$ cat src/wfd_pkg.sv
package wfd_pkg;
   localparam logic [15:0] WFD_ADDR_IRQ2 = 16'h0013;
   localparam logic [15:0] WFD_ADDR_CFG  = 16'h04A0;
   localparam logic [15:0] WFD_ADDR_STS  = 16'h04A1;
   localparam logic [15:0] WFD_ADDR_SA0  = 16'h04A2;
   localparam logic [15:0] WFD_ADDR_SA1  = 16'h04A3;
   localparam logic [15:0] WFD_ADDR_SA2  = 16'h04A4;
   localparam logic [15:0] WFD_ADDR_PW0  = 16'h04A5;
   localparam logic [15:0] WFD_ADDR_PW1  = 16'h04A6;
   localparam logic [15:0] WFD_ADDR_PW2  = 16'h04A7;
   localparam logic [15:0] WFD_ADDR_PAT  = 16'h04A8;

   localparam int WFD_CFG_MAGIC = 0;
   localparam int WFD_CFG_PAT   = 1;
   localparam int WFD_CFG_PASS  = 5;
   localparam int WFD_CFG_WAKE  = 7;
   localparam int WFD_CFG_LEVEL = 8;
   localparam int WFD_CFG_PIN   = 9;
   localparam int WFD_CFG_CLR   = 11;
   localparam logic [15:0] WFD_CFG_RST  = 16'h0000;
   localparam logic [15:0] WFD_ZERO16   = 16'h0000;

   localparam int WFD_STS_MAGIC = 0;
   localparam int WFD_STS_PAT   = 1;
   localparam int WFD_STS_PASS  = 2;
   localparam int WFD_STS_CRC   = 3;

   localparam int WFD_IRQ2_EN   = 0;
   localparam int WFD_IRQ2_FLAG = 8;

   localparam int WFD_PAT_IDX   = 8;
   localparam int WFD_PAT_MASK  = 14;

   localparam logic [7:0] WFD_SYNC_BYTE   = 8'hFF;
   localparam logic [3:0] WFD_SYNC_LEN    = 4'h6;
   localparam logic [3:0] WFD_LAST_COPY   = 4'hF;
   localparam logic [2:0] WFD_LAST_BYTE   = 3'h5;
   localparam logic [6:0] WFD_PAT_BYTES   = 7'h40;
   localparam logic [6:0] WFD_CNT_MAX     = 7'h7F;

   localparam int WFD_CLK_NS   = 25;
   localparam int WFD_PULSE_NS = 200;
   localparam logic [3:0] WFD_PULSE_CYC =
      4'((WFD_PULSE_NS + WFD_CLK_NS - 1) / WFD_CLK_NS);

   typedef enum logic [1:0] {WFD_SYNC, WFD_ADDR, WFD_PASS, WFD_HIT} wfd_mstate_t;
endpackage

$ cat src/wfd_pat_mem.sv
`timescale 1ns/100ps
module wfd_pat_mem #(
   parameter int DEPTH = 64,
   parameter int W     = 9,
   parameter int AW    = 6
) (
   input  wire logic          clk_sys,
   input  wire logic          clk_en,
   input  wire logic          wr_en,
   input  wire logic [AW-1:0] wr_addr,
   input  wire logic [W-1:0]  wr_data,
   input  wire logic [AW-1:0] rd_addr,
   output logic      [W-1:0]  rd_data_q
);
   logic [W-1:0] mem_q [DEPTH];

   always_ff @(posedge clk_sys) begin
      if (clk_en && wr_en) begin
         mem_q[wr_addr] <= wr_data;
      end
   end

   always_ff @(posedge clk_sys) begin
      if (clk_en) begin
         rd_data_q <= mem_q[rd_addr];
      end
   end
endmodule

$ cat src/wfd_top.sv
`timescale 1ns/100ps
// Function
// (RULE_01) Inspect every addressed frame when enabled.
// (RULE_02) Addressed means own station or broadcast.
// (RULE_03) Sixteen back-to-back station address copies.
// (RULE_04) Password must follow sixteenth copy if enabled.
// (RULE_05) Copies need six 0xFF sync bytes first.
// (RULE_06) Search restarts anywhere within the frame.
// (RULE_07) Address, address-plus-password, 64-byte custom pattern.
// (RULE_08) Works at every line speed.
// (RULE_09) Bad CRC suppresses the wake indication.
// (RULE_10) Pulse or level on pin, or flag.
// (RULE_11) Configuration register selects detection behaviour.
// (RULE_12) Status register and interrupt status two.
// (RULE_13) Wake enable alone detects nothing.
// (RULE_14) Password is six bytes, in order.
// (RULE_15) Matcher returns idle at every frame end.
module wfd_top
   import wfd_pkg::*;
#(
   parameter int NGPIO = 3
) (
   input  wire logic             clk_sys,
   input  wire logic             rstn,
   input  wire logic             clk_en,
   input  wire logic             rx_dv,
   input  wire logic             rx_byte_vld,
   input  wire logic [7:0]       rx_byte,
   input  wire logic             rx_crc_err,
   input  wire logic [15:0]      mgmt_addr,
   input  wire logic [15:0]      mgmt_wdata,
   input  wire logic             mgmt_wr,
   input  wire logic             mgmt_rd,
   output logic      [15:0]      mgmt_rdata_q,
   output logic      [NGPIO-1:0] wake_gpio_q,
   output logic                  wake_irq_q
);
   import wfd_pkg::*;

   logic [15:0]  cfg_q;
   logic [47:0]  sa_q;
   logic [47:0]  pw_q;
   logic [3:0]   sts_q;
   logic         irq_en_q;
   logic         irq_flag_q;
   logic         rx_dv_q;
   logic [6:0]   byte_cnt_q;
   logic         da_node_q;
   logic         da_bcast_q;
   logic         pat_ok_q;
   wfd_mstate_t  mst_q;
   logic [3:0]   cnt_q;
   logic [2:0]   idx_q;
   logic [3:0]   pulse_cnt_q;
   logic         level_q;
   logic [8:0]   pat_rd;
   logic         bv;
   logic         frame_end;
   logic         hit_magic;
   logic         hit_pat;
   logic         qualified;
   logic         wake_evt;
   logic         crc_rej;
   logic         wr_cfg;
   logic         rd_sts;
   logic         rd_irq2;
   logic [7:0]   sa_exp;
   logic [7:0]   pw_exp;
   logic [3:0]   restart_cnt;

   function automatic logic [7:0] byte_of(input logic [47:0] v, input logic [2:0] i);
      byte_of = v[8*(5-int'(i)) +: 8];
   endfunction

   // Bytes arrive as strobes, so the line speed only changes their spacing.
   assign bv        = clk_en && rx_dv && rx_byte_vld; // RULE_08
   assign frame_end = clk_en && rx_dv_q && !rx_dv;
   assign wr_cfg    = clk_en && mgmt_wr && mgmt_addr == WFD_ADDR_CFG;
   assign rd_sts    = clk_en && mgmt_rd && mgmt_addr == WFD_ADDR_STS;
   assign rd_irq2   = clk_en && mgmt_rd && mgmt_addr == WFD_ADDR_IRQ2;
   assign sa_exp    = byte_of(sa_q, idx_q);
   assign pw_exp    = byte_of(pw_q, idx_q);
   assign restart_cnt = (rx_byte == WFD_SYNC_BYTE) ? 4'h1 : 4'h0;

   assign hit_magic = cfg_q[WFD_CFG_MAGIC] && mst_q == WFD_HIT; // RULE_07
   assign hit_pat   = cfg_q[WFD_CFG_PAT] && pat_ok_q && byte_cnt_q >= WFD_PAT_BYTES; // RULE_07
   // The wake bit on its own arms nothing; a frame type must also be chosen.
   assign qualified = cfg_q[WFD_CFG_WAKE] && (hit_magic || hit_pat) // RULE_13 RULE_11
                      && (da_node_q || da_bcast_q); // RULE_02 RULE_01
   assign wake_evt  = frame_end && qualified && !rx_crc_err; // RULE_09
   assign crc_rej   = frame_end && qualified && rx_crc_err; // RULE_09

   always_ff @(posedge clk_sys) begin
      if (!rstn) begin
         cfg_q <= WFD_CFG_RST;
         sa_q  <= '0;
         pw_q  <= '0;
         irq_en_q <= 1'b0;
      end else if (clk_en && mgmt_wr) begin
         case (mgmt_addr)
            WFD_ADDR_CFG: begin
               cfg_q <= mgmt_wdata; // RULE_11
               cfg_q[WFD_CFG_CLR] <= 1'b0;
            end
            WFD_ADDR_SA0:  sa_q[47:32] <= mgmt_wdata;
            WFD_ADDR_SA1:  sa_q[31:16] <= mgmt_wdata;
            WFD_ADDR_SA2:  sa_q[15:0]  <= mgmt_wdata;
            WFD_ADDR_PW0:  pw_q[47:32] <= mgmt_wdata;
            WFD_ADDR_PW1:  pw_q[31:16] <= mgmt_wdata;
            WFD_ADDR_PW2:  pw_q[15:0]  <= mgmt_wdata;
            WFD_ADDR_IRQ2: irq_en_q    <= mgmt_wdata[WFD_IRQ2_EN];
            default: ;
         endcase
      end
   end

   always_ff @(posedge clk_sys) begin
      if (!rstn) begin
         mgmt_rdata_q <= WFD_ZERO16;
      end else if (clk_en && mgmt_rd) begin
         case (mgmt_addr)
            WFD_ADDR_CFG:  mgmt_rdata_q <= cfg_q;
            WFD_ADDR_STS:  mgmt_rdata_q <= {12'h000, sts_q}; // RULE_12
            WFD_ADDR_IRQ2: mgmt_rdata_q <= {7'h00, irq_flag_q, 7'h00, irq_en_q}; // RULE_12
            WFD_ADDR_SA0:  mgmt_rdata_q <= sa_q[47:32];
            WFD_ADDR_SA1:  mgmt_rdata_q <= sa_q[31:16];
            WFD_ADDR_SA2:  mgmt_rdata_q <= sa_q[15:0];
            WFD_ADDR_PW0:  mgmt_rdata_q <= pw_q[47:32];
            WFD_ADDR_PW1:  mgmt_rdata_q <= pw_q[31:16];
            WFD_ADDR_PW2:  mgmt_rdata_q <= pw_q[15:0];
            default:       mgmt_rdata_q <= WFD_ZERO16;
         endcase
      end
   end

   // Status bits are sticky and clear on read; a new event in the read cycle wins.
   always_ff @(posedge clk_sys) begin
      if (!rstn) begin
         sts_q <= 4'h0;
      end else if (clk_en) begin
         sts_q <= (rd_sts ? 4'h0 : sts_q)
                  | {crc_rej,
                     wake_evt && hit_magic && cfg_q[WFD_CFG_PASS],
                     wake_evt && hit_pat,
                     wake_evt && hit_magic}; // RULE_12
      end
   end

   always_ff @(posedge clk_sys) begin
      if (!rstn) begin
         irq_flag_q <= 1'b0;
         wake_irq_q <= 1'b0;
      end else if (clk_en) begin
         irq_flag_q <= wake_evt || (irq_flag_q && !rd_irq2); // RULE_10
         wake_irq_q <= irq_flag_q && irq_en_q; // RULE_12
      end
   end

   // Frame bookkeeping: destination check and byte position.
   always_ff @(posedge clk_sys) begin
      if (!rstn) begin
         rx_dv_q    <= 1'b0;
         byte_cnt_q <= 7'h00;
         da_node_q  <= 1'b1;
         da_bcast_q <= 1'b1;
      end else if (clk_en) begin
         rx_dv_q <= rx_dv;
         if (!rx_dv) begin
            byte_cnt_q <= 7'h00;
            da_node_q  <= 1'b1;
            da_bcast_q <= 1'b1;
         end else if (bv) begin
            if (byte_cnt_q != WFD_CNT_MAX) begin
               byte_cnt_q <= byte_cnt_q + 7'h01;
            end
            if (byte_cnt_q <= 7'(WFD_LAST_BYTE)) begin
               if (rx_byte != byte_of(sa_q, byte_cnt_q[2:0])) begin
                  da_node_q <= 1'b0; // RULE_02
               end
               if (rx_byte != WFD_SYNC_BYTE) begin
                  da_bcast_q <= 1'b0; // RULE_02
               end
            end
         end
      end
   end

   // Custom pattern: one stored byte and don't-care mask per frame position.
   // The read is registered, so byte strobes must be at least two cycles apart.
   always_ff @(posedge clk_sys) begin
      if (!rstn) begin
         pat_ok_q <= 1'b1;
      end else if (clk_en) begin
         if (!rx_dv) begin
            pat_ok_q <= 1'b1;
         end else if (bv && byte_cnt_q < WFD_PAT_BYTES && !pat_rd[8]
                      && rx_byte != pat_rd[7:0]) begin
            pat_ok_q <= 1'b0; // RULE_07
         end
      end
   end

   wfd_pat_mem #(
      .DEPTH (64),
      .W     (9),
      .AW    (6)
   ) u_pat_mem (
      .clk_sys   (clk_sys),
      .clk_en    (clk_en),
      .wr_en     (mgmt_wr && mgmt_addr == WFD_ADDR_PAT),
      .wr_addr   (mgmt_wdata[WFD_PAT_IDX +: 6]),
      .wr_data   ({mgmt_wdata[WFD_PAT_MASK], mgmt_wdata[7:0]}),
      .rd_addr   (byte_cnt_q[5:0]),
      .rd_data_q (pat_rd)
   );

   // Sync run, sixteen address copies, optional password.
   always_ff @(posedge clk_sys) begin
      if (!rstn) begin
         mst_q <= WFD_SYNC;
         cnt_q <= 4'h0;
         idx_q <= 3'h0;
      end else if (clk_en) begin
         if (!rx_dv) begin
            mst_q <= WFD_SYNC; // RULE_15
            cnt_q <= 4'h0;
            idx_q <= 3'h0;
         end else if (bv) begin
            case (mst_q)
               WFD_SYNC: begin
                  if (rx_byte == WFD_SYNC_BYTE) begin
                     if (cnt_q != WFD_SYNC_LEN) begin
                        cnt_q <= cnt_q + 4'h1;
                     end
                  end else if (cnt_q == WFD_SYNC_LEN && rx_byte == byte_of(sa_q, 3'h0)) begin
                     mst_q <= WFD_ADDR; // RULE_05
                     cnt_q <= 4'h0;
                     idx_q <= 3'h1;
                  end else begin
                     cnt_q <= 4'h0; // RULE_06
                  end
               end
               WFD_ADDR: begin
                  if (rx_byte == sa_exp) begin
                     if (idx_q == WFD_LAST_BYTE) begin
                        idx_q <= 3'h0;
                        cnt_q <= cnt_q + 4'h1;
                        if (cnt_q == WFD_LAST_COPY) begin
                           mst_q <= cfg_q[WFD_CFG_PASS] ? WFD_PASS : WFD_HIT; // RULE_03 RULE_04
                        end
                     end else begin
                        idx_q <= idx_q + 3'h1;
                     end
                  end else begin
                     mst_q <= WFD_SYNC; // RULE_03 RULE_06
                     idx_q <= 3'h0;
                     cnt_q <= restart_cnt;
                  end
               end
               WFD_PASS: begin
                  if (rx_byte == pw_exp) begin
                     if (idx_q == WFD_LAST_BYTE) begin
                        mst_q <= WFD_HIT; // RULE_14
                     end else begin
                        idx_q <= idx_q + 3'h1;
                     end
                  end else begin
                     mst_q <= WFD_SYNC; // RULE_14 RULE_06
                     idx_q <= 3'h0;
                     cnt_q <= restart_cnt;
                  end
               end
               WFD_HIT: ;
               default: mst_q <= WFD_SYNC;
            endcase
         end
      end
   end

   // Wake output: a fixed-width pulse, or a level held until software clears it.
   always_ff @(posedge clk_sys) begin
      if (!rstn) begin
         pulse_cnt_q <= 4'h0;
         level_q     <= 1'b0;
         wake_gpio_q <= '0;
      end else if (clk_en) begin
         if (wake_evt && !cfg_q[WFD_CFG_LEVEL]) begin
            pulse_cnt_q <= WFD_PULSE_CYC; // RULE_10
         end else if (pulse_cnt_q != 4'h0) begin
            pulse_cnt_q <= pulse_cnt_q - 4'h1;
         end
         if (wake_evt && cfg_q[WFD_CFG_LEVEL]) begin
            level_q <= 1'b1; // RULE_10
         end else if (wr_cfg && mgmt_wdata[WFD_CFG_CLR]) begin
            level_q <= 1'b0;
         end
         for (int i = 0; i < NGPIO; i++) begin
            wake_gpio_q[i] <= (int'(cfg_q[WFD_CFG_PIN +: 2]) == i)
                              && (level_q || pulse_cnt_q != 4'h0); // RULE_10
         end
      end
   end
endmodule

$ cat config.mk
export PLATFORM = sky130hd
export DESIGN_NAME = wfd_top
export DESIGN_NICKNAME = d
export VERILOG_FILES = /design/src/wfd_pkg.sv /design/src/wfd_pat_mem.sv /design/src/wfd_top.sv
export SDC_FILE = /design/constraint.sdc
export NUM_CORES = 1
export LEC_CHECK = 0
export BUFFER_PORTS_ARGS = -buffer_cell sky130_fd_sc_hd__buf_2
export CORE_MARGIN = 3
export CORE_UTILIZATION = 60
export DETAILED_ROUTE_END_ITERATION = 16
export GPL_TIMING_DRIVEN = 1
export PLACE_DENSITY = 0.79
export SYNTH_ARGS = -nofsm -noshare
export SYNTH_HDL_FRONTEND = slang
export SYNTH_SLANG_ARGS = --single-unit
$ cat constraint.sdc
create_clock -name clk_sys -period 6.75 [get_ports clk_sys]
set_input_delay 0.3375 -clock clk_sys [delete_from_list [all_inputs] [get_ports clk_sys]]
set_output_delay 0.3375 -clock clk_sys [all_outputs]
set_load 0.01 [all_outputs]
---- Word-level counts from Yosys, hierarchy flattened ----
Memories as Yosys holds them, arrays and structs flattened. A register that Yosys moved wholly into a read port is not among the register bits.
Index checks and enable logic that the tools add are counted.
word-level totals
  register bits after elaboration ......... 162
  bits in writable memories ............... 576
  input bits .............................. 48
  output and inout bits ................... 20
  logic and storage cells ................. 194
  memories kept ........................... 1
memory list
  memory           depth  bits a word  read ports  clocked after Yosys merged registers in  wr ports  line               text
  u_pat_mem.mem_q  64     9            1           1                                        1         wfd_pat_mem.sv:15  logic [W-1:0] mem_q [DEPTH];
cells by class
  add/subtract/negate cells ............... 6
  $lt $le $gt $ge ......................... 3
  eq/ne operators ......................... 42
  shifts and indexed selects .............. 3
  mux-type cells .......................... 50
  bitwise logic cells ..................... 1
  reductions and logical operators ........ 65
operators by type and width
  kind                                              count
  == test 16 x 11 -> 1 bit (second input constant)  9
  case mux 16 bit (9 select lines)                  1
  variable part select 48 x 7 -> 8 bit              3
  2-to-1 mux 4 bit                                  10
  logical AND 1 bit                                 34
  == test 8 bit                                     3
  2-to-1 mux 3 bit                                  8
  AND reduction 2 bit                               11
  2-to-1 mux 7 bit                                  3
  != test 4 bit (second input constant)             5
  2-to-1 mux 2 bit                                  9
  == test 16 x 5 -> 1 bit (second input constant)   1
  2-to-1 mux 1 bit                                  16
  != test 8 bit                                     2
  != test 2 x 1 -> 1 bit (second input constant)    6
  case mux 4 bit (3 select lines)                   1
  AND reduction 6 bit                               2
  != test 3 bit (second input constant)             3
  case mux 3 bit (3 select lines)                   1
  == test 2 bit (second input constant)             4
  == test 8 bit (second input constant)             1
  != test 8 bit (second input constant)             1
  AND reduction 4 bit                               2
  AND reduction 8 bit                               1
  23 further kinds                                  33

---- Depth between registers and ports, before layout ----
  depth after elaboration ................. 10
  gate-level depth with buffers ........... 15

---- Cells and area by module ----
From an unflattened synthesis, not the netlist that was laid out.
second synthesis, totals
  cell total of the unflattened synthesis .. 2179
  area total of the unflattened synthesis .. 31946.9 um2
modules (own cells, without submodules)
  module       instances  cells each  area an instance (um2)
  wfd_pat_mem  1          1058        22656.7
  wfd_top      1          1121        9290.2

---- Worst setup path before layout ----
No wires, ideal clock.
  path kind ............................... reg-to-reg
  start ................................... reg byte_cnt_q[2]
  end ..................................... reg da_node_q
  data arrival time ....................... 3.384 ns
  path slack .............................. 3.229 ns
  cell stages (with the launch flop) ...... 14
  buffers on the path ..................... 3
  period minus slack after synthesis ...... 3.521 ns
  cells stage by stage .................... dfxtp_1 -> clkbuf_1 -> clkbuf_1 -> inv_1 -> ha_1 -> clkbuf_1 -> mux4_2 -> a22oi_1 -> xnor2_1 -> nor4_1 -> or3_1 -> and4_1 -> o21ai_0 -> nand3_1
between the ends
  cells in the longest elaborated chain, start to end .. 5
  elaborated cells on any way between the ends .. 7
  those cells by class .................... add/sub (1); order compare (1); eq/ne (3); shift (1); reduce/logical (1)
ends and longest elaborated chain
  element                               line            text
  from (decl)                           wfd_top.sv:47   logic [6:0] byte_cnt_q;
  from (signal assigned)                wfd_top.sv:174  byte_cnt_q <= byte_cnt_q + 7'h01;
  subtractor 3 x 3 -> 4 bit             wfd_top.sv:72   byte_of = v[8*(5-int'(i)) +: 8];
  variable part select 48 x 7 -> 8 bit  wfd_top.sv:72
  != test 8 bit                         wfd_top.sv:177  if (rx_byte != byte_of(sa_q, byte_cnt_q[2:0])) begin
  != test 2 x 1 -> 1 bit (no line)      -
  AND reduction 4 bit (no line) *       -
  to (signal assigned)                  wfd_top.sv:164  da_node_q <= 1'b1;
  to (signal assigned)                  wfd_top.sv:170  da_node_q <= 1'b1;
  to (signal assigned)                  wfd_top.sv:178  da_node_q <= 1'b0;
  to (decl)                             wfd_top.sv:48   logic da_node_q;
Mark *: on every way between the ends. The rest lies on a longest branch, timed or not.
A chain may end at the register's enable or synchronous reset.

---- Worst setup path after layout ----
  start ................................... reg idx_q[1]
  end ..................................... reg cnt_q[2]
between the ends
  cells in the longest elaborated chain, start to end .. 7
  elaborated cells on any way between the ends .. 13
  those cells by class .................... add/sub (1); eq/ne (5); shift (2); mux (4); reduce/logical (1)
ends and longest elaborated chain
  element                               line            text
  from (decl)                           wfd_top.sv:53   logic [2:0] idx_q;
  from (signal assigned)                wfd_top.sv:252  idx_q <= idx_q + 3'h1;
  from (signal assigned)                wfd_top.sv:265  idx_q <= idx_q + 3'h1;
  subtractor 3 x 3 -> 4 bit             wfd_top.sv:72
  variable part select 48 x 7 -> 8 bit  wfd_top.sv:72
  == test 8 bit                         wfd_top.sv:244  if (rx_byte == sa_exp) begin
  2-to-1 mux 4 bit                      wfd_top.sv:244
  case mux 4 bit (3 select lines)       wfd_top.sv:229  case (mst_q)
  2-to-1 mux 4 bit                      wfd_top.sv:228  end else if (bv) begin
  2-to-1 mux 4 bit                      wfd_top.sv:224  if (!rx_dv) begin
  to (signal assigned)                  wfd_top.sv:233  cnt_q <= cnt_q + 4'h1;
  to (signal assigned)                  wfd_top.sv:247  cnt_q <= cnt_q + 4'h1;
  to (signal assigned)                  wfd_top.sv:257  cnt_q <= restart_cnt;
  to (decl)                             wfd_top.sv:52   logic [3:0] cnt_q;
Several ways; a longest one is shown, not always the timed one. The select of a mux whose other input is x is not followed.

==> results.json <==
{
  "timing.setup.tns_ps": 0,
  "initial_utilization": 0.613,
  "p_leak_nw": 10.8,
  "place_congestion": 0.965,
  "clock-skew-final_ps": 30.3,
  "synth-edff-count": 585,
  "postCtsSetupBuffers": 0,
  "yosys_warnings": 0,
  "yosysTopAreaCell": "edfxtp_1",
  "cts_tree": "built",
  "worstSetupPathType": "flop to flop",
  "via_per_inst": 6.95,
  "core-area_mm2": 0.0519,
  "worst_slack_ps": 2170,
  "drive_above_1_share": 0.208,
  "holdWs_ps": 38.1,
  "ys_top_cells_by_count": "edfxtp_1, nand2_1, mux4_2",
  "die_area_mm2": 0.0559,
  "grt_pass1_wl_mm": 128,
  "clock_latency_ps": 640,
  "cts_sinks": 747,
  "clk_pin_slew_ps": 60,
  "synth_ff_type": "edfxtp_1",
  "cts_resized": 0,
  "drt-total-wl_mm": 86.6,
  "synth_fp_nets": 2126,
  "grt-ovfl-total": 0,
  "cts-htree-levels": 3,
  "row_count": 83,
  "groute.usage.overall": 0.311,
  "rsz0062_at_grt": "no",
  "synthTopCellsByArea": "edfxtp_1, mux4_2, dfxtp_1, nand2_1, a21boi_0",
  "slew_headroom": 0.151,
  "worstHoldPathType": "input port to flop",
  "hold_viol": 0,
  "min_period_ps": 4580,
  "clockBufferDepth": 3,
  "synth.top_cell.area_share": 0.552,
  "setup_violations": 0,
  "routedWlPerCell_um": 30.5,
  "maxCapViolCount": 0,
  "die_h_um": 236,
  "synth.most_common_cell": "edfxtp_1",
  "crit_path_end_kind": "flop",
  "cp.required_ps": 7260,
  "drt_iter0_markers": 2691,
  "hpwl_mm": 50.4,
  "multi_input_area_mm2": 0.0104,
  "num_io_pins": 68,
  "syn_area_mm2": 0.0318,
  "grt_pass1_vias": 19200,
  "vias": 19800,
  "critPathArrivalTime_ps": 5090,
  "area.growth.synth_to_final_pct": 10.3,
  "dp_slack_ps": 2270,
  "route.detailed.drc": 0,
  "synth-seq-cells": 747,
  "fill_cells": 3360,
  "cp-start-kind": "flop",
  "ant_nets": 0,
  "antenna_found_initial": 3,
  "crit_fanout": 21,
  "die_x_um": 236,
  "syn_avg_cell_area_um2": 15.4,
  "max_freq_mhz": 218,
  "period_share": 0.678,
  "grt_max_degree": 91,
  "async_reset_ff_frac": 0,
  "p_per_area_mw_per_mm2": 269,
  "synthCells": 2061,
  "drtPass1Iterations": 9,
  "tightestPinTransition_ps": 1270,
  "outcome": "finished clean",
  "finalNetCount": 2165,
  "cts_buffers": 75,
  "synth_seq_area_share": 0.654,
  "ys_types": 84,
  "ir_drop_uv": 246,
  "cts.root.buffer_cell": "clkbuf_16",
  "report.final.slew_viol_count": 0,
  "ctsHoldBuffers": 0,
  "port_buffers": 67,
  "seqCellArea_mm2": 0.0208,
  "fin_total_pwr_mw": 9.44
}
## report_power, final
group          internal (mW)  total (mW)  switching [mW]
clock network           2.29        4.10            1.81
logic                  0.128       0.357           0.229
registers               4.97        4.99          0.0203
## routing by layer
layer	global-route usage	vias to the layer above	wire length, um	share of wire
met4	0.122	0	3950	0.046
met5	0	-	0	0
met2	0.506	1353	42400	0.49
li1	-	8155	-	-
met3	0.0557	255	8640	0.10
met1	0.423	10000	31700	0.37
## through the flow
stage,instance area (um2),util,instances
6_report,35100,0.676,2844
3_5_place_dp,32700,0.629,2703
5_1_grt,35100,0.676,2841
3_3_place_gp,32700,0.629,2703
2_1_floorplan,31800,-,2061
4_1_cts,35100,0.676,2841
## critical path, cell delays in order, from the launching register on
cell and delay, ps:
dfxtp_1 670, inv_2 150, ha_1 840, buf_4 420, mux2_1 360, a222oi_1 460, a2111oi_1 100, o32a_1 400
o311a_2 190, a221o_1 390, and3_1 200, a211o_1 270
## cell type report
cell class,instances,area share
diodes,3,0.000214
clock inverters,45,0.0109
well taps,680,0.0242
multi-input cells,1166,0.296
clock buffers,93,0.0580
repair buffers,93,0.0155
inverters,17,0.00182
flip-flops and latches,747,0.593
## kinds of logic after synthesis
kind of cell | Yosys count | synth area share
buffers and inverters | 148 | 0.0197
adders and majority gates | 17 | 0.00668
muxes | 252 | 0.159
DFF | 747 | 0.654
and+or+nand+nor | 562 | 0.0808
xor gates and xnor gates | 33 | 0.00908
AOI/OAI and AO/OA | 302 | 0.0709
## state kept, by name (all words and copies together) (netlist names), 2 cells and up
name	count
byte_cnt_q	7
cfg_q	15
cnt_q	4
idx_q	3
mgmt_rdata_q	16
mst_q	2
pulse_cnt_q	4
pw_q	48
sa_q	48
sts_q	4
u_pat_mem.mem_q	576
u_pat_mem.rd_data_q	9
wake_gpio_q	3
## worst paths after layout
kind	startpoint	cells past startpoint	to	slack, ps
max	idx_q[1]	11	cnt_q[2]	2170
min reg2reg	cfg_q[2]	2	cfg_q[2]	470
min	rx_crc_err	3	sts_q[3]	40
max reg2reg	idx_q[1]	11	cnt_q[2]	2170
## placed cells by master, fill, tap and decap left out, types with 9 or more instances in the layout
cell	count
edfxtp_1	585
nand2_1	275
mux4_2	199
dfxtp_1	158
a21boi_0	117
nor2_1	110
clkbuf_16	77
buf_2	66
a22oi_1	36
nor2b_1	31
nand3_1	31
a21oi_1	31
mux2i_1	30
buf_4	26
nor3_1	24
xnor2_1	23
a222oi_1	22
a31oi_1	22
clkinv_2	18
mux2_2	17
ha_1	17
inv_1	15
clkinv_1	15
and2_1	12
nand4_1	12
o21ai_0	11
clkbuf_1	11
xor2_1	10
nand3b_1	9
(Power assumes the default switching activity.)
